**config.mk**
```make
export PLATFORM = sky130hd
export DESIGN_NAME = boundary_scan_tap
export DESIGN_NICKNAME = d
export VERILOG_FILES = /design/src/design/tap_pkg.sv /design/src/design/boundary_scan_tap.sv
export VERILOG_INCLUDE_DIRS = /design/src /design/src/design
export SDC_FILE = /design/constraint.sdc
export NUM_CORES = 1
export LEC_CHECK = 0
export ABC_AREA = 0
export BUFFER_PORTS_ARGS = -buffer_cell sky130_fd_sc_hd__buf_2
export CORE_ASPECT_RATIO = 1.75
export CORE_MARGIN = 4
export CORE_UTILIZATION = 60
export CTS_BUF_LIST = sky130_fd_sc_hd__clkbuf_4 sky130_fd_sc_hd__clkbuf_8
export DETAILED_ROUTE_END_ITERATION = 7
export PLACE_DENSITY = 0.81
export SETUP_SLACK_MARGIN = 0.4
export SYNTH_ARGS = -nofsm -noshare
export SYNTH_HDL_FRONTEND = slang
export SYNTH_SLANG_ARGS = --single-unit
```
**constraint.sdc**
```tcl
create_clock -name clk_sys -period 6.6 [get_ports clk_sys]
set_input_delay 0.33 -clock clk_sys [delete_from_list [all_inputs] [get_ports clk_sys]]
set_output_delay 0.33 -clock clk_sys [all_outputs]
set_load 0.02 [all_outputs]
```
**src/design/tap_cfg.svh**
```systemverilog
// Purpose: Constants of the boundary-scan test port
// Assumes: Included by the package and the port module
// Notes: Definitions only
`ifndef TAP_CFG_SVH
`define TAP_CFG_SVH
`define TAP_IR_W 3
`define TAP_ID_W 32
`define TAP_BSC_LEN 98
`define TAP_OP_EXTEST 3'h0
`define TAP_OP_SAMPLE 3'h4
`define TAP_OP_IDCODE 3'h6
`define TAP_OP_BYPASS 3'h7
`define TAP_IR_CAPTURE 3'h1
`define TAP_RESET_RISES 3'h5
`define TAP_ID_FIXED_BIT 1'h1
// Identity fields hold arbitrary values that name no maker or part
`define TAP_ID_PRODUCER 11'h000
`define TAP_ID_PART 16'h0000
`define TAP_ID_REV 4'h0
`endif

```
**src/design/tap_pkg.sv**
```systemverilog
// Purpose: Types of the boundary-scan test port
// Assumes: tap_cfg.svh holds the numbers
// Notes: States are one-hot
`include "tap_cfg.svh"
package tap_pkg;
    typedef enum logic [15:0] {
        ST_RESET = 16'h0001,
        ST_IDLE = 16'h0002,
        ST_SEL_DR = 16'h0004,
        ST_CAP_DR = 16'h0008,
        ST_SH_DR = 16'h0010,
        ST_EX1_DR = 16'h0020,
        ST_PAU_DR = 16'h0040,
        ST_EX2_DR = 16'h0080,
        ST_UPD_DR = 16'h0100,
        ST_SEL_IR = 16'h0200,
        ST_CAP_IR = 16'h0400,
        ST_SH_IR = 16'h0800,
        ST_EX1_IR = 16'h1000,
        ST_PAU_IR = 16'h2000,
        ST_EX2_IR = 16'h4000,
        ST_UPD_IR = 16'h8000
    } tap_state_t;
    // Pins of the test port as seen from the outside
    typedef struct packed {
        logic tck;
        logic tms;
        logic tdi;
    } tap_pins_t;
endpackage

```
**src/design/boundary_scan_tap.sv**
```systemverilog
// Purpose: Boundary-scan test access port, run from the system clock
// Assumes: Test clock much slower than clk_sys; pins are asynchronous;
//          core_levels come from logic on clk_sys
// Notes: Test clock edges are found by sampling, so timing lags by
//        three system clocks behind each test clock edge; the test
//        clock must stay high and low for three system clocks or more.
//        Pin levels pass their own two-stage synchroniser, so a level
//        must settle a few system clocks before Capture-DR.
// Behaviour
// - Three-bit instruction, shifted in LSB first
// - Code 000 chain selected, pins driven from latch
// - Code 100 chain captures pins ORed with core, normal path kept
// - Code 110 selects identification register
// - Code 111 bypass, one test clock delay
// - Identification shifts out LSB first
// - Identification 32 bits, bit 0 one
// - Bypass register is one bit
// - 98-bit chain, only under EXTEST or SAMPLE
// - Sixteen-state controller, DR and IR branches
// - Transitions follow TMS at rising test clock
// - Data in on TDI, out on TDO
// - Five TMS-high edges reach reset state
// - Reset state loads IDCODE, normal operation
// - Chain latch updates on falling edge only
`timescale 1ns/100ps
`include "tap_cfg.svh"
module boundary_scan_tap #(
    parameter int BSC_LEN = `TAP_BSC_LEN
) (
    input wire logic clk_sys,
    input wire logic rst_n,
    input wire tap_pkg::tap_pins_t pins,
    input wire logic [BSC_LEN-1:0] pin_levels,
    input wire logic [BSC_LEN-1:0] core_levels,
    output logic tdo,
    output logic tdo_oe,
    output logic [BSC_LEN-1:0] pin_drive,
    output logic test_mode
);
    // Synchroniser, controller and scan register state
    tap_pkg::tap_pins_t sync1_q;
    tap_pkg::tap_pins_t sync2_q;
    logic tck_prev_q;
    logic rise;
    logic fall;
    tap_pkg::tap_state_t state_q;
    logic [`TAP_IR_W-1:0] instruction_shift_register;
    logic [`TAP_IR_W-1:0] instr_q;
    logic [`TAP_ID_W-1:0] identification_shift_register;
    logic single_bit_passthrough_register;
    logic [BSC_LEN-1:0] boundary_cell_chain;
    logic [BSC_LEN-1:0] chain_latch_q;
    logic [BSC_LEN-1:0] pin_sync1_q;
    logic [BSC_LEN-1:0] pin_sync2_q;
    logic [BSC_LEN-1:0] capture_vec;
    logic [2:0] tms_high_q;
    logic [1:0] sel_d;
    logic serial_d;

    // Shared decode: which data register the instruction picks
    // A function keeps all users of this decode in step
    // 0 chain, 1 identification, 2 bypass
    function automatic logic [1:0] dr_select(input logic [2:0] op);
        case (op)
            `TAP_OP_EXTEST, `TAP_OP_SAMPLE: dr_select = 2'h0;
            `TAP_OP_IDCODE: dr_select = 2'h1;
            default: dr_select = 2'h2;
        endcase
    endfunction

    // Two stages before any logic looks at the pins
    // The last stage feeds the edge detector, which idles low like TCK
    always_ff @(posedge clk_sys) begin
        if (!rst_n) begin
            sync1_q <= '0;
            sync2_q <= '0;
            tck_prev_q <= 1'b0;
        end else begin
            sync1_q <= pins;
            sync2_q <= sync1_q;
            tck_prev_q <= sync2_q.tck;
        end
    end

    // One-clock strobes on each detected test clock edge
    assign rise = sync2_q.tck & ~tck_prev_q;
    assign fall = ~sync2_q.tck & tck_prev_q;

    // Pin levels are asynchronous too; each bit is only sampled as a
    // static level, so per-bit synchronisers suffice without a handshake
    always_ff @(posedge clk_sys) begin
        if (!rst_n) begin
            pin_sync1_q <= '0;
            pin_sync2_q <= '0;
        end else begin
            pin_sync1_q <= pin_levels;
            pin_sync2_q <= pin_sync1_q;
        end
    end

    // Five TMS-high rises in a row force the reset state even if the
    // state register was upset, so a tester can always recover the port;
    // the count saturates once reached
    always_ff @(posedge clk_sys) begin
        if (!rst_n) begin
            tms_high_q <= 3'h0;
        end else if (rise) begin
            if (!sync2_q.tms) begin
                tms_high_q <= 3'h0;
            end else if (tms_high_q != `TAP_RESET_RISES) begin
                tms_high_q <= tms_high_q + 3'h1;
            end
        end
    end

    // Controller steps on each rising test clock edge
    // Two branches: data register scans and instruction register scans
    always_ff @(posedge clk_sys) begin
        if (!rst_n) begin
            state_q <= tap_pkg::ST_RESET;
        end else if (rise && sync2_q.tms &&
                     tms_high_q == `TAP_RESET_RISES - 3'h1) begin
            state_q <= tap_pkg::ST_RESET;
        end else if (rise) begin
            case (state_q)
                tap_pkg::ST_RESET: state_q <= sync2_q.tms ?
                    tap_pkg::ST_RESET : tap_pkg::ST_IDLE;
                tap_pkg::ST_IDLE: state_q <= sync2_q.tms ?
                    tap_pkg::ST_SEL_DR : tap_pkg::ST_IDLE;
                tap_pkg::ST_SEL_DR: state_q <= sync2_q.tms ?
                    tap_pkg::ST_SEL_IR : tap_pkg::ST_CAP_DR;
                tap_pkg::ST_CAP_DR: state_q <= sync2_q.tms ?
                    tap_pkg::ST_EX1_DR : tap_pkg::ST_SH_DR;
                tap_pkg::ST_SH_DR: state_q <= sync2_q.tms ?
                    tap_pkg::ST_EX1_DR : tap_pkg::ST_SH_DR;
                tap_pkg::ST_EX1_DR: state_q <= sync2_q.tms ?
                    tap_pkg::ST_UPD_DR : tap_pkg::ST_PAU_DR;
                tap_pkg::ST_PAU_DR: state_q <= sync2_q.tms ?
                    tap_pkg::ST_EX2_DR : tap_pkg::ST_PAU_DR;
                tap_pkg::ST_EX2_DR: state_q <= sync2_q.tms ?
                    tap_pkg::ST_UPD_DR : tap_pkg::ST_SH_DR;
                tap_pkg::ST_UPD_DR: state_q <= sync2_q.tms ?
                    tap_pkg::ST_SEL_DR : tap_pkg::ST_IDLE;
                tap_pkg::ST_SEL_IR: state_q <= sync2_q.tms ?
                    tap_pkg::ST_RESET : tap_pkg::ST_CAP_IR;
                tap_pkg::ST_CAP_IR: state_q <= sync2_q.tms ?
                    tap_pkg::ST_EX1_IR : tap_pkg::ST_SH_IR;
                tap_pkg::ST_SH_IR: state_q <= sync2_q.tms ?
                    tap_pkg::ST_EX1_IR : tap_pkg::ST_SH_IR;
                tap_pkg::ST_EX1_IR: state_q <= sync2_q.tms ?
                    tap_pkg::ST_UPD_IR : tap_pkg::ST_PAU_IR;
                tap_pkg::ST_PAU_IR: state_q <= sync2_q.tms ?
                    tap_pkg::ST_EX2_IR : tap_pkg::ST_PAU_IR;
                tap_pkg::ST_EX2_IR: state_q <= sync2_q.tms ?
                    tap_pkg::ST_UPD_IR : tap_pkg::ST_SH_IR;
                tap_pkg::ST_UPD_IR: state_q <= sync2_q.tms ?
                    tap_pkg::ST_SEL_DR : tap_pkg::ST_IDLE;
                default: state_q <= tap_pkg::ST_RESET;
            endcase
        end
    end

    // Instruction shift stages; the active code changes on falling edge
    // in Update-IR, or to IDCODE in reset, so it never glitches during a shift
    always_ff @(posedge clk_sys) begin
        if (!rst_n) begin
            instruction_shift_register <= `TAP_IR_CAPTURE;
            instr_q <= `TAP_OP_IDCODE;
        end else begin
            if (rise && state_q == tap_pkg::ST_CAP_IR) begin
                instruction_shift_register <= `TAP_IR_CAPTURE;
            end else if (rise && state_q == tap_pkg::ST_SH_IR) begin
                instruction_shift_register <= {sync2_q.tdi,
                    instruction_shift_register[`TAP_IR_W-1:1]};
            end
            if (state_q == tap_pkg::ST_RESET) begin
                instr_q <= `TAP_OP_IDCODE;
            end else if (fall && state_q == tap_pkg::ST_UPD_IR) begin
                instr_q <= instruction_shift_register;
            end
        end
    end

    // Identification register: fixed pattern captured, LSB out first
    // Capture reloads the pattern, so a scan never returns stale data
    always_ff @(posedge clk_sys) begin
        if (!rst_n) begin
            identification_shift_register <= '0;
        end else if (rise && dr_select(instr_q) == 2'h1) begin
            if (state_q == tap_pkg::ST_CAP_DR) begin
                identification_shift_register <= {`TAP_ID_REV,
                    `TAP_ID_PART, `TAP_ID_PRODUCER,
                    `TAP_ID_FIXED_BIT};
            end else if (state_q == tap_pkg::ST_SH_DR) begin
                identification_shift_register <= {sync2_q.tdi,
                    identification_shift_register[`TAP_ID_W-1:1]};
            end
        end
    end

    // Bypass: one stage, captures zero
    // The captured zero lets a tester count devices along a chain
    always_ff @(posedge clk_sys) begin
        if (!rst_n) begin
            single_bit_passthrough_register <= 1'b0;
        end else if (rise && dr_select(instr_q) == 2'h2) begin
            if (state_q == tap_pkg::ST_CAP_DR) begin
                single_bit_passthrough_register <= 1'b0;
            end else if (state_q == tap_pkg::ST_SH_DR) begin
                single_bit_passthrough_register <= sync2_q.tdi;
            end
        end
    end

    // Capture source of the chain; SAMPLE folds the core side into the
    // same cell since each cell keeps a single capture value
    always_comb begin
        capture_vec = pin_sync2_q;
        if (instr_q == `TAP_OP_SAMPLE) begin
            capture_vec = pin_sync2_q | core_levels;
        end
    end

    // Boundary chain: EXTEST samples pins, SAMPLE samples core side too
    // Only the chain instructions touch it, so other scans leave it alone
    always_ff @(posedge clk_sys) begin
        if (!rst_n) begin
            boundary_cell_chain <= '0;
        end else if (rise && dr_select(instr_q) == 2'h0) begin
            if (state_q == tap_pkg::ST_CAP_DR) begin
                boundary_cell_chain <= capture_vec;
            end else if (state_q == tap_pkg::ST_SH_DR) begin
                boundary_cell_chain <= {sync2_q.tdi,
                    boundary_cell_chain[BSC_LEN-1:1]};
            end
        end
    end

    // Parallel latch moves only in Update-DR on the falling edge
    // Holding it through shifts keeps the pins quiet during a scan
    always_ff @(posedge clk_sys) begin
        if (!rst_n) begin
            chain_latch_q <= '0;
        end else if (fall && state_q == tap_pkg::ST_UPD_DR &&
                     dr_select(instr_q) == 2'h0) begin
            chain_latch_q <= boundary_cell_chain;
        end
    end

    // Test mode flag: EXTEST active and the controller out of reset
    // Entering reset drops it on the same system clock as the instruction reloads
    always_ff @(posedge clk_sys) begin
        if (!rst_n) begin
            test_mode <= 1'b0;
        end else begin
            test_mode <= (instr_q == `TAP_OP_EXTEST) &&
                (state_q != tap_pkg::ST_RESET);
        end
    end

    // Pins follow the core except under EXTEST; registered so the pins
    // never see a glitch while the instruction or the latch changes
    always_ff @(posedge clk_sys) begin
        if (!rst_n) begin
            pin_drive <= '0;
        end else begin
            pin_drive <= (instr_q == `TAP_OP_EXTEST &&
                state_q != tap_pkg::ST_RESET) ?
                chain_latch_q : core_levels;
        end
    end

    // Serial output source, from current path
    // Shift-IR overrides the data path so the capture pattern shows
    always_comb begin
        sel_d = dr_select(instr_q);
        if (state_q == tap_pkg::ST_SH_IR) begin
            serial_d = instruction_shift_register[0];
        end else if (sel_d == 2'h0) begin
            serial_d = boundary_cell_chain[0];
        end else if (sel_d == 2'h1) begin
            serial_d = identification_shift_register[0];
        end else begin
            serial_d = single_bit_passthrough_register;
        end
    end

    // TDO changes on the falling test clock edge, as a tester expects
    // The tester samples it just before the next rise, long settled
    always_ff @(posedge clk_sys) begin
        if (!rst_n) begin
            tdo <= 1'b0;
            tdo_oe <= 1'b0;
        end else if (fall) begin
            tdo <= serial_d;
            tdo_oe <= (state_q == tap_pkg::ST_SH_DR) ||
                (state_q == tap_pkg::ST_SH_IR);
        end
    end
endmodule // boundary_scan_tap

```
==> results of run 1 <==
area by class of cell:
| type | count | share of cell area (%) |
|---|---|---|
| Sequential cell | 558 | 43.7 |
| Multi-Input combinational cell | 1550 | 33.7 |
| Timing Repair Buffer | 510 | 14.1 |
| Clock buffer | 115 | 5.59 |
| Tap cell | 455 | 2.23 |
| Clock inverter | 19 | 0.622 |
| Inverter | 3 | 0.0441 |
| Antenna cell | 3 | 0.0294 |
cells by family after synthesis:
family | count (synthesis) | share of synthesized area, %
buffers and inverters | 186 | 3.96
and+or+nand+nor | 971 | 21.7
DFF | 558 | 54.4
muxes | 6 | 0.317
xor gates and xnor gates | 7 | 0.298
adders and majority gates | 3 | 0.183
AOI/OAI and AO/OA | 563 | 19.2
flip-flops by register name (all words and copies together), names as in the netlist:
name,cells
state_q,16
pin_sync2_q,98
pin_drive,98
tms_high_q,3
identification_shift_register,32
boundary_cell_chain,98
chain_latch_q,98
test_mode,1
instr_q,3
single_bit_passthrough_register,1
tdo_oe,1
sync2_q,3
sync1_q,3
tdo,1
pin_sync1_q,98
tck_prev_q,1
instruction_shift_register,3
power breakdown:
| group | internal [mW] | switching (mW) |
|---|---|---|
| combinational | 0.219 | 0.199 |
| clock | 1.47 | 1.26 |
| sequential | 3.46 | 0.0299 |
worst paths after layout:
kind                                    from                                    to  slack, ns  cells past startpoint
setup / recovery     state_q[5]$_SDFFE_PP0P_  boundary_cell_chain[30]$_SDFFE_PN0P_       3.26                      6
hold / removal               core_levels[23]              pin_drive[23]$_SDFF_PN0_       0.04                      3
setup reg to reg     state_q[5]$_SDFFE_PP0P_  boundary_cell_chain[30]$_SDFFE_PN0P_       3.26                      6
hold reg to reg   pin_sync1_q[11]$_SDFF_PN0_            pin_sync2_q[11]$_SDFF_PN0_       0.42                      1
metrics by stage:
step | power (mW) | setup slack, ns | hold slack [ns] | instances | cell area (um2)
3_5_place_dp | 3.87 | 3.40 | 0.418 | 2878 | 22000
6_report | 6.64 | 3.26 | 0.0407 | 3213 | 25500
3_3_place_gp | 3.86 | 3.51 | 0.413 | 2878 | 22000
4_1_cts | 6.66 | 3.32 | 0.000455 | 3209 | 25500
2_1_floorplan | 3.73 | 4.23 | 0.412 | 2294 | 20500
5_1_grt | 6.87 | 3.02 | 0.0295 | 3212 | 25500
layout by cell type (no fill, tap or decap), drive strengths merged, types with 4 or more instances in the layout:
master	n
inv	5
a22oi	6
a21oi	111
clkinv	14
dfxtp	558
xnor2	6
clkbuf	115
o21ai	10
nor2	24
o211ai	97
buf	312
dlygate4sd3	198
nor3	9
nand2	636
nand3	35
and2	208
nor4	15
nand4	4
or3	7
nor2b	12
mux2i	5
nand3b	4
a21boi	326
nor4b	5
metal layers:
metal  up-vias  track usage (%)  wire (um)
met5         -                0         22
met4         4             15.4       2750
met3       200             5.64       3270
met2       665             51.4      28300
met1      8299             32.7      20900
li1       8433                -          -
critical path: cells and delay by family, from the launching register on:
family | cells | cell delay, ns
muxes | 1 | 0.34
and+or+nand+nor | 3 | 1.90
DFF | 1 | 0.40
AOI/OAI and AO/OA | 2 | 0.52
==> tab_implementation.tex, run 1 <==
\begin{tabular}{lr}
\hline
Metric & Value \\
\hline
\multicolumn{2}{l}{\textbf{Status}} \\
Result of the run & finished clean \\
\multicolumn{2}{l}{\textbf{STA}} \\
Final period utilization & 50.6\% \\
Clock skew & between 0.015 and 0.02 ns \\
Slew at the pin closest to its max-slew limit & approximately 1.4 ns \\
Fin. Hold Viols & 0 \\
Highest achievable clock rate & 0.299 GHz \\
Unrepaired setup endpoints after global routing & false \\
Count of pins over their slew limit & 0 \\
Total negative slack & 0 ns \\
Final number of setup-violating endpoints & 0 \\
Period minus WS final & around 3.3 ns \\
Max\_slew headroom & 7.51\% \\
\multicolumn{2}{l}{\textbf{Clocking}} \\
CTS root buffer & sky130\_fd\_sc\_hd\_\_clkbuf\_8 \\
Clock tree from TritonCTS & yes \\
Total clock sinks & $\sim$560 \\
Number of post-CTS setup repair buffers & 0 \\
CTS clk-pin slew, worst paths & $\sim$0.07 ns \\
Bufs on Longest Clock Path & 3 \\
\# H-tree levels & 3 \\
Count of cells resized by post-cts repair & 0 \\
Clock Latency Late Sink & a little over 0.6 ns \\
Num CTS Buffers & 78 \\
Post-CTS Hold Fix Bufs & between 150 and 200 \\
\multicolumn{2}{l}{\textbf{Min path}} \\
Worst hold path type & in -> reg \\
\multicolumn{2}{l}{\textbf{Placed design}} \\
Weighted congestion at the end of routability-driven global placement & 0.842 \\
Detailed Place HPWL & a little under 30000 um \\
Count of buffers from port buffering & between 300 and 400 \\
\multicolumn{2}{l}{\textbf{GRT}} \\
Remaining global-route overflow & 0 \\
Pin count of the biggest net entering global routing & $\sim$220 \\
Number of global-route vias before repair & roughly 18000 \\
Antenna violations before repair & 6 \\
Overall fraction of global-route tracks in use & 28.9\% \\
Wire length of the first global-routing pass & 89200 um \\
\multicolumn{2}{l}{\textbf{Critical path}} \\
Slowest Stage Delay on Critical Path & between 0.9 and 1 ns \\
Critical Path, Cell by Cell & or4\_1, mux2\_4, nor4\_4, and2\_4, o211ai\_1, a21boi\_0 \\
Largest fanout on the critical path & 98 \\
Type of the setup path with the least slack & reg -> reg \\
Kind of start point of the critical path & register \\
CP required & between 7 and 8 ns \\
Critical Path AT & 3.87 ns \\
Nature of the critical path endpoint & register \\
Standard cell with the maximum stage delay on the critical path & sky130\_fd\_sc\_hd\_\_and2\_4 \\
\multicolumn{2}{l}{\textbf{Floorplanning}} \\
Die outline area & $\sim$37000 um2 \\
Starting density of the core & about three fifths \\
Height of the chip & $\sim$250 um \\
Placeable core region & 33700 um2 \\
Die X-Extent & $\sim$150 um \\
\# rows & a little under 90 \\
Ports & slightly above 300 \\
\multicolumn{2}{l}{\textbf{Synth}} \\
Share of the synthesized area in the top cell type & around 54\% \\
Number of instances in the synthesized netlist & 2294 \\
Cell area after technology mapping & slightly above 20000 um2 \\
Post-synth top area cell & sky130\_fd\_sc\_hd\_\_dfxtp\_1 \\
Yosys cell types & 50 \\
Share of the yosys chip area belonging to registers & about 54\% \\
Cells taking the most area after synthesis & sky130\_fd\_sc\_hd\_\_dfxtp\_1 (54\%), sky130\_fd\_sc\_hd\_\_nand2\_1 (12\%), sky130\_fd\_sc\_hd\_\_a21boi\_0 (8.1\%), sky130\_fd\_sc\_hd\_\_and2\_1 (6.3\%), sky130\_fd\_sc\_hd\_\_a21boi\_1 (3.8\%) \\
FFs w/ async S/R, synth & 0\% \\
Syn nets & around 2500 \\
Average cell area after synthesis & 8.96 um2 \\
Number of warnings printed during yosys synthesis & 0 \\
Number of enable-type register cells in the synthesized netlist & 0 \\
Ranking of synthesized cells by instance count & sky130\_fd\_sc\_hd\_\_nand2\_1 (636), sky130\_fd\_sc\_hd\_\_dfxtp\_1 (558), sky130\_fd\_sc\_hd\_\_a21boi\_0 (222) \\
Top FF cell, synth & sky130\_fd\_sc\_hd\_\_dfxtp\_1 \\
Most frequently used cell type in the post-synthesis netlist & sky130\_fd\_sc\_hd\_\_nand2\_1 \\
Synthesis-stage register bit count & about 560 \\
\multicolumn{2}{l}{\textbf{Finish}} \\
Net total in the final layout & 2905 \\
Fillcell total & approximately 2300 \\
Post-route core utilization & roughly 76\% \\
FF/Latch Area & approximately 11000 um2 \\
Area growth, synth to finish & 24.3\% \\
Layout cell share with drive strength beyond 1 & between 10\% and 20\% \\
Total area of multi-input combinational cells & 8600 um2 \\
\multicolumn{2}{l}{\textbf{Drt}} \\
Wire length after detailed routing & about 55000 um \\
Post-DRT Antenna Nets & 0 \\
Violation count after the first detailed-route iteration & approximately 1100 \\
Drt drc & 0 \\
DR vias & about 18000 \\
Vias/cell & approximately 5.5 \\
Average detailed-routed wire length per instance & $\sim$17 um \\
Number of search-and-repair iterations in the first detailed-routing pass & 5 \\
\multicolumn{2}{l}{\textbf{Power}} \\
Pwr/cell area & about 260 nW/um2 \\
Cell leakage power & $\sim$9.9 nW \\
Maximum VDD drop & roughly 0.19 mV \\
\multicolumn{2}{l}{\textbf{Job}} \\
\# Max-Cap Violations & 0 \\
\hline
\end{tabular}
No activity file was read; power rests on OpenSTA's default activity.
==> run 2, diff against run 1 <==
ABC_AREA = 1   (was 0)
CORE_UTILIZATION = 53   (was 60)
PLACE_DENSITY = 0.76   (was 0.81)
clock period = 2.7 ns   (was 6.6 ns; I/O delays follow)
==> run 2 against run 1 <==
Effect of this change: via count grew 11%; final area grew 4.9%; clock skew grew 0.0040 ns; clock power grew to 2.7 times the previous value; first-iteration DRC count grew 33%; global-route usage shrank 1.9 points; critical endpoint is now pin_drive[88]$_SDFF_PN0_.
==> tab_implementation.tex, run 2 <==
\begin{tabular}{lr}
\hline
Metric & Value \\
\hline
\multicolumn{2}{l}{\textbf{Status}} \\
Result of the run & finished clean (unchanged) \\
\multicolumn{2}{l}{\textbf{Power}} \\
Pwr/cell area & 630 nW/um2 (was 260 nW/um2) \\
Cell leakage power & 12.9 nW (was 9.87 nW) \\
Maximum VDD drop & 0.516 mV (was 0.191 mV) \\
\multicolumn{2}{l}{\textbf{Synth}} \\
Synthesis-stage register bit count & 558 (unchanged) \\
Most frequently used cell type in the post-synthesis netlist & sky130\_fd\_sc\_hd\_\_nand2\_1 (unchanged) \\
Number of instances in the synthesized netlist & 2743 (was 2294) \\
FFs w/ async S/R, synth & 0\% (unchanged) \\
Average cell area after synthesis & 7.65 um2 (was 8.96 um2) \\
Number of enable-type register cells in the synthesized netlist & 0 (unchanged) \\
Syn nets & 2947 (was 2498) \\
Post-synth top area cell & sky130\_fd\_sc\_hd\_\_dfxtp\_1 (unchanged) \\
Cell area after technology mapping & 21000 um2 (was 20500 um2) \\
Share of the yosys chip area belonging to registers & 53.2\% (was 54.4\%) \\
Number of warnings printed during yosys synthesis & 0 (unchanged) \\
Yosys cell types & 33 (was 50) \\
Top FF cell, synth & sky130\_fd\_sc\_hd\_\_dfxtp\_1 (unchanged) \\
Cells taking the most area after synthesis & sky130\_fd\_sc\_hd\_\_dfxtp\_1 (53\%), sky130\_fd\_sc\_hd\_\_nand2\_1 (12\%), sky130\_fd\_sc\_hd\_\_a21oi\_1 (8.3\%), sky130\_fd\_sc\_hd\_\_inv\_1 (7.7\%), sky130\_fd\_sc\_hd\_\_o21ai\_0 (5.0\%) (was sky130\_fd\_sc\_hd\_\_dfxtp\_1 (54\%), sky130\_fd\_sc\_hd\_\_nand2\_1 (12\%), sky130\_fd\_sc\_hd\_\_a21boi\_0 (8.1\%), sky130\_fd\_sc\_hd\_\_and2\_1 (6.3\%), sky130\_fd\_sc\_hd\_\_a21boi\_1 (3.8\%)) \\
Share of the synthesized area in the top cell type & 53.2\% (was 54.4\%) \\
Ranking of synthesized cells by instance count & sky130\_fd\_sc\_hd\_\_nand2\_1 (689), sky130\_fd\_sc\_hd\_\_dfxtp\_1 (558), sky130\_fd\_sc\_hd\_\_inv\_1 (433) (was sky130\_fd\_sc\_hd\_\_nand2\_1 (636), sky130\_fd\_sc\_hd\_\_dfxtp\_1 (558), sky130\_fd\_sc\_hd\_\_a21boi\_0 (222)) \\
\multicolumn{2}{l}{\textbf{Clocking}} \\
Clock Latency Late Sink & 0.63 ns (was 0.62 ns) \\
Bufs on Longest Clock Path & 3 (unchanged) \\
CTS root buffer & sky130\_fd\_sc\_hd\_\_clkbuf\_8 (unchanged) \\
Num CTS Buffers & 78 (unchanged) \\
Clock tree from TritonCTS & yes (unchanged) \\
CTS clk-pin slew, worst paths & 0.07 ns (about the same) \\
Total clock sinks & 558 (unchanged) \\
\# H-tree levels & 3 (unchanged) \\
\multicolumn{2}{l}{\textbf{Placed design}} \\
Post-DP Area & 22800 um2 (was 22000 um2) \\
Count of buffers from port buffering & 301 (unchanged) \\
Weighted congestion at the end of routability-driven global placement & 0.838 (was 0.842) \\
Detailed Place HPWL & 34000 um (was 29700 um) \\
\multicolumn{2}{l}{\textbf{Drt}} \\
Vias/cell & 5.21 (was 5.48) \\
DR vias & 19600 (was 17600) \\
Number of search-and-repair iterations in the first detailed-routing pass & 6 (was 5) \\
Wire length after detailed routing & 60000 um (was 55300 um) \\
Violation count after the first detailed-route iteration & 1471 (was 1103) \\
Drt drc & 0 (unchanged) \\
Post-DRT Antenna Nets & 0 (unchanged) \\
Average detailed-routed wire length per instance & 16.0 um (was 17.2 um) \\
\multicolumn{2}{l}{\textbf{STA}} \\
Slew at the pin closest to its max-slew limit & 0.874 ns (was 1.39 ns) \\
Final number of setup-violating endpoints & 0 (unchanged) \\
Unrepaired setup endpoints after global routing & false (unchanged) \\
Clock skew & 0.0230 ns (was 0.0190 ns) \\
Count of pins over their slew limit & 0 (unchanged) \\
Total negative slack & 0 ns (unchanged) \\
Highest achievable clock rate & 0.463 GHz (was 0.299 GHz) \\
Minimum hold slack & 0.222 ns (was 0.0407 ns) \\
Final period utilization & 79.9\% (was 50.6\%) \\
Max\_slew headroom & 41.8\% (was 7.51\%) \\
Fin. Hold Viols & 0 (unchanged) \\
Period minus WS final & 2.16 ns (was 3.34 ns) \\
\multicolumn{2}{l}{\textbf{Finish}} \\
Post-route core utilization & 68.4\% (was 75.7\%) \\
Most common cell after layout, fill and taps aside & sky130\_fd\_sc\_hd\_\_nand2\_1 (unchanged) \\
Net total in the final layout & 3413 (was 2905) \\
Finished layout cell area & 26800 um2 (was 25500 um2) \\
Fillcell total & 2984 (was 2257) \\
Most frequent cells in the layout & sky130\_fd\_sc\_hd\_\_nand2\_1 (688), sky130\_fd\_sc\_hd\_\_dfxtp\_1 (558), sky130\_fd\_sc\_hd\_\_inv\_1 (433), sky130\_fd\_sc\_hd\_\_a21oi\_1 (348), sky130\_fd\_sc\_hd\_\_buf\_2 (300) (was sky130\_fd\_sc\_hd\_\_nand2\_1 (635), sky130\_fd\_sc\_hd\_\_dfxtp\_1 (558), sky130\_fd\_sc\_hd\_\_buf\_2 (300), sky130\_fd\_sc\_hd\_\_a21boi\_0 (222), sky130\_fd\_sc\_hd\_\_and2\_1 (206)) \\
Layout cell share with drive strength beyond 1 & 15.2\% (was 16.7\%) \\
Total area of multi-input combinational cells & 7380 um2 (was 8600 um2) \\
Area growth, synth to finish & 27.6\% (was 24.3\%) \\
FF/Latch Area & 11200 um2 (unchanged) \\
\multicolumn{2}{l}{\textbf{Critical path}} \\
CP required & 3.23 ns (was 7.13 ns) \\
Start point of the critical path & state\_q[8]\$\_SDFFE\_PP0P\_ (was state\_q[5]\$\_SDFFE\_PP0P\_) \\
Capturing point of the worst reg2reg path & pin\_drive[88]\$\_SDFF\_PN0\_ (was boundary\_cell\_chain[30]\$\_SDFFE\_PN0P\_) \\
Largest fanout on the critical path & 53 (was 98) \\
Worst R2R Start & state\_q[8]\$\_SDFFE\_PP0P\_ (was state\_q[5]\$\_SDFFE\_PP0P\_) \\
Critical path destination & pin\_drive[88]\$\_SDFF\_PN0\_ (was boundary\_cell\_chain[30]\$\_SDFFE\_PN0P\_) \\
Length in cells of the worst reg-to-reg path & 8 (was 6) \\
Kind of start point of the critical path & register (unchanged) \\
Internal reg-to-reg setup slack & 0.54 ns (was 3.26 ns) \\
Critical Path AT & 2.69 ns (was 3.87 ns) \\
Nature of the critical path endpoint & register (unchanged) \\
Type of the setup path with the least slack & reg -> reg (unchanged) \\
\multicolumn{2}{l}{\textbf{Floorplanning}} \\
Ports & 302 (unchanged) \\
Placeable core region & 39200 um2 (was 33700 um2) \\
Height of the chip & 271 um (was 253 um) \\
\# rows & 96 (was 89) \\
Die X-Extent & 158 um (was 148 um) \\
Die outline area & 43000 um2 (was 37400 um2) \\
Starting density of the core & 53.6\% (was 60.9\%) \\
\multicolumn{2}{l}{\textbf{GRT}} \\
Pin count of the biggest net entering global routing & 115 (was 219) \\
Antenna violations before repair & 2 (was 6) \\
Number of global-route vias before repair & 19600 (was 18000) \\
Overall fraction of global-route tracks in use & 27.0\% (was 28.9\%) \\
Remaining global-route overflow & 0 (unchanged) \\
Wire length of the first global-routing pass & 95000 um (was 89200 um) \\
\multicolumn{2}{l}{\textbf{Job}} \\
\# Max-Cap Violations & 0 (unchanged) \\
\multicolumn{2}{l}{\textbf{Min path}} \\
Worst hold path type & in -> reg (unchanged) \\
\hline
\end{tabular}
## run 2: metrics by stage
| stage | power [mW] | instances | setup slack (ns) |
|---|---|---|---|
| final | 16.9 | 3757 | 0.542 |
| after global routing | 17.4 | 3756 | 0.404 |
| after CTS | 16.9 | 3753 | 0.519 |
| after detailed placement | 9.52 | 3394 | 0.534 |
| after global placement | 9.50 | 3394 | 0.594 |
| after floorplan | 9.15 | 2743 | 1.04 |
## run 2: report_power, final
part	switching, mW	internal, mW	total (mW)
sequential	0.0742	8.45	8.53
clock	3.18	4.06	7.24
combinational	0.606	0.514	1.12
## run 2: cells by family (layout without fill, tap and decap cells)
| logic type | after synthesis | after routing | synth area share [%] |
|---|---|---|---|
| other cells | 0 | 3 | 0 |
| compound gates | 667 | 667 | 17.2 |
| simple gates | 901 | 901 | 17.7 |
| fa+ha+maj | 3 | 3 | 0.179 |
| buf+inv | 614 | 1135 | 11.7 |
| flops | 558 | 558 | 53.2 |
## run 2: what timing repair did
action,4_1_cts,5_1_grt
hold endpoints to repair,265,0
setup buffers,0,1
hold buffers,224,0
endpoints found under the setup margin,0,61
resized for setup,0,1
## run 2: cell type report
type / instances / share of cell area (%)
timing repair buffer: 565 / 15.8
multi-input combinational: 1571 / 27.6
tap: 490 / 2.29
clock buffer: 119 / 5.65
inverter: 435 / 6.12
clock inverter: 16 / 0.832
sequential: 558 / 41.7
antenna: 3 / 0.0280
## run 2: worst min-delay path by stage
stage	startpoint	to	slack [ns]	cells after the start
5_1_grt	pin_levels[45]	pin_sync1_q[45]$_SDFF_PN0_	0.21	4
3_5_place_dp	pin_levels[73]	pin_sync1_q[73]$_SDFF_PN0_	0.32	3
4_1_cts	pin_levels[38]	pin_sync1_q[38]$_SDFF_PN0_	0.18	4
3_3_place_gp	pin_levels[73]	pin_sync1_q[73]$_SDFF_PN0_	0.32	3
6_report	pin_levels[45]	pin_sync1_q[45]$_SDFF_PN0_	0.22	4
2_1_floorplan	pin_levels[0]	pin_sync1_q[0]$_SDFF_PN0_	0.23	2
## run 2: layer usage
metal	routed length (um)	global-route usage (%)	vias up	part of all wire [%]
li1	-	-	9503	-
met1	22000	29.0	9072	37
met2	31100	48.9	777	52
met3	3460	4.37	239	5.8
met4	3410	15.5	0	5.7
met5	0	0	-	0
## run 2: worst max-delay path, stage by stage (launching register included)
cell and delay, ns:
sky130_fd_sc_hd__dfxtp_1 0.35, sky130_fd_sc_hd__nor2_2 0.18, sky130_fd_sc_hd__nand2_2 0.15, sky130_fd_sc_hd__nor2_8 0.22, sky130_fd_sc_hd__nand2_2 0.16, sky130_fd_sc_hd__nand2_8 0.32
sky130_fd_sc_hd__buf_4 0.31, sky130_fd_sc_hd__o21ai_0 0.11, sky130_fd_sc_hd__a21oi_1 0.21
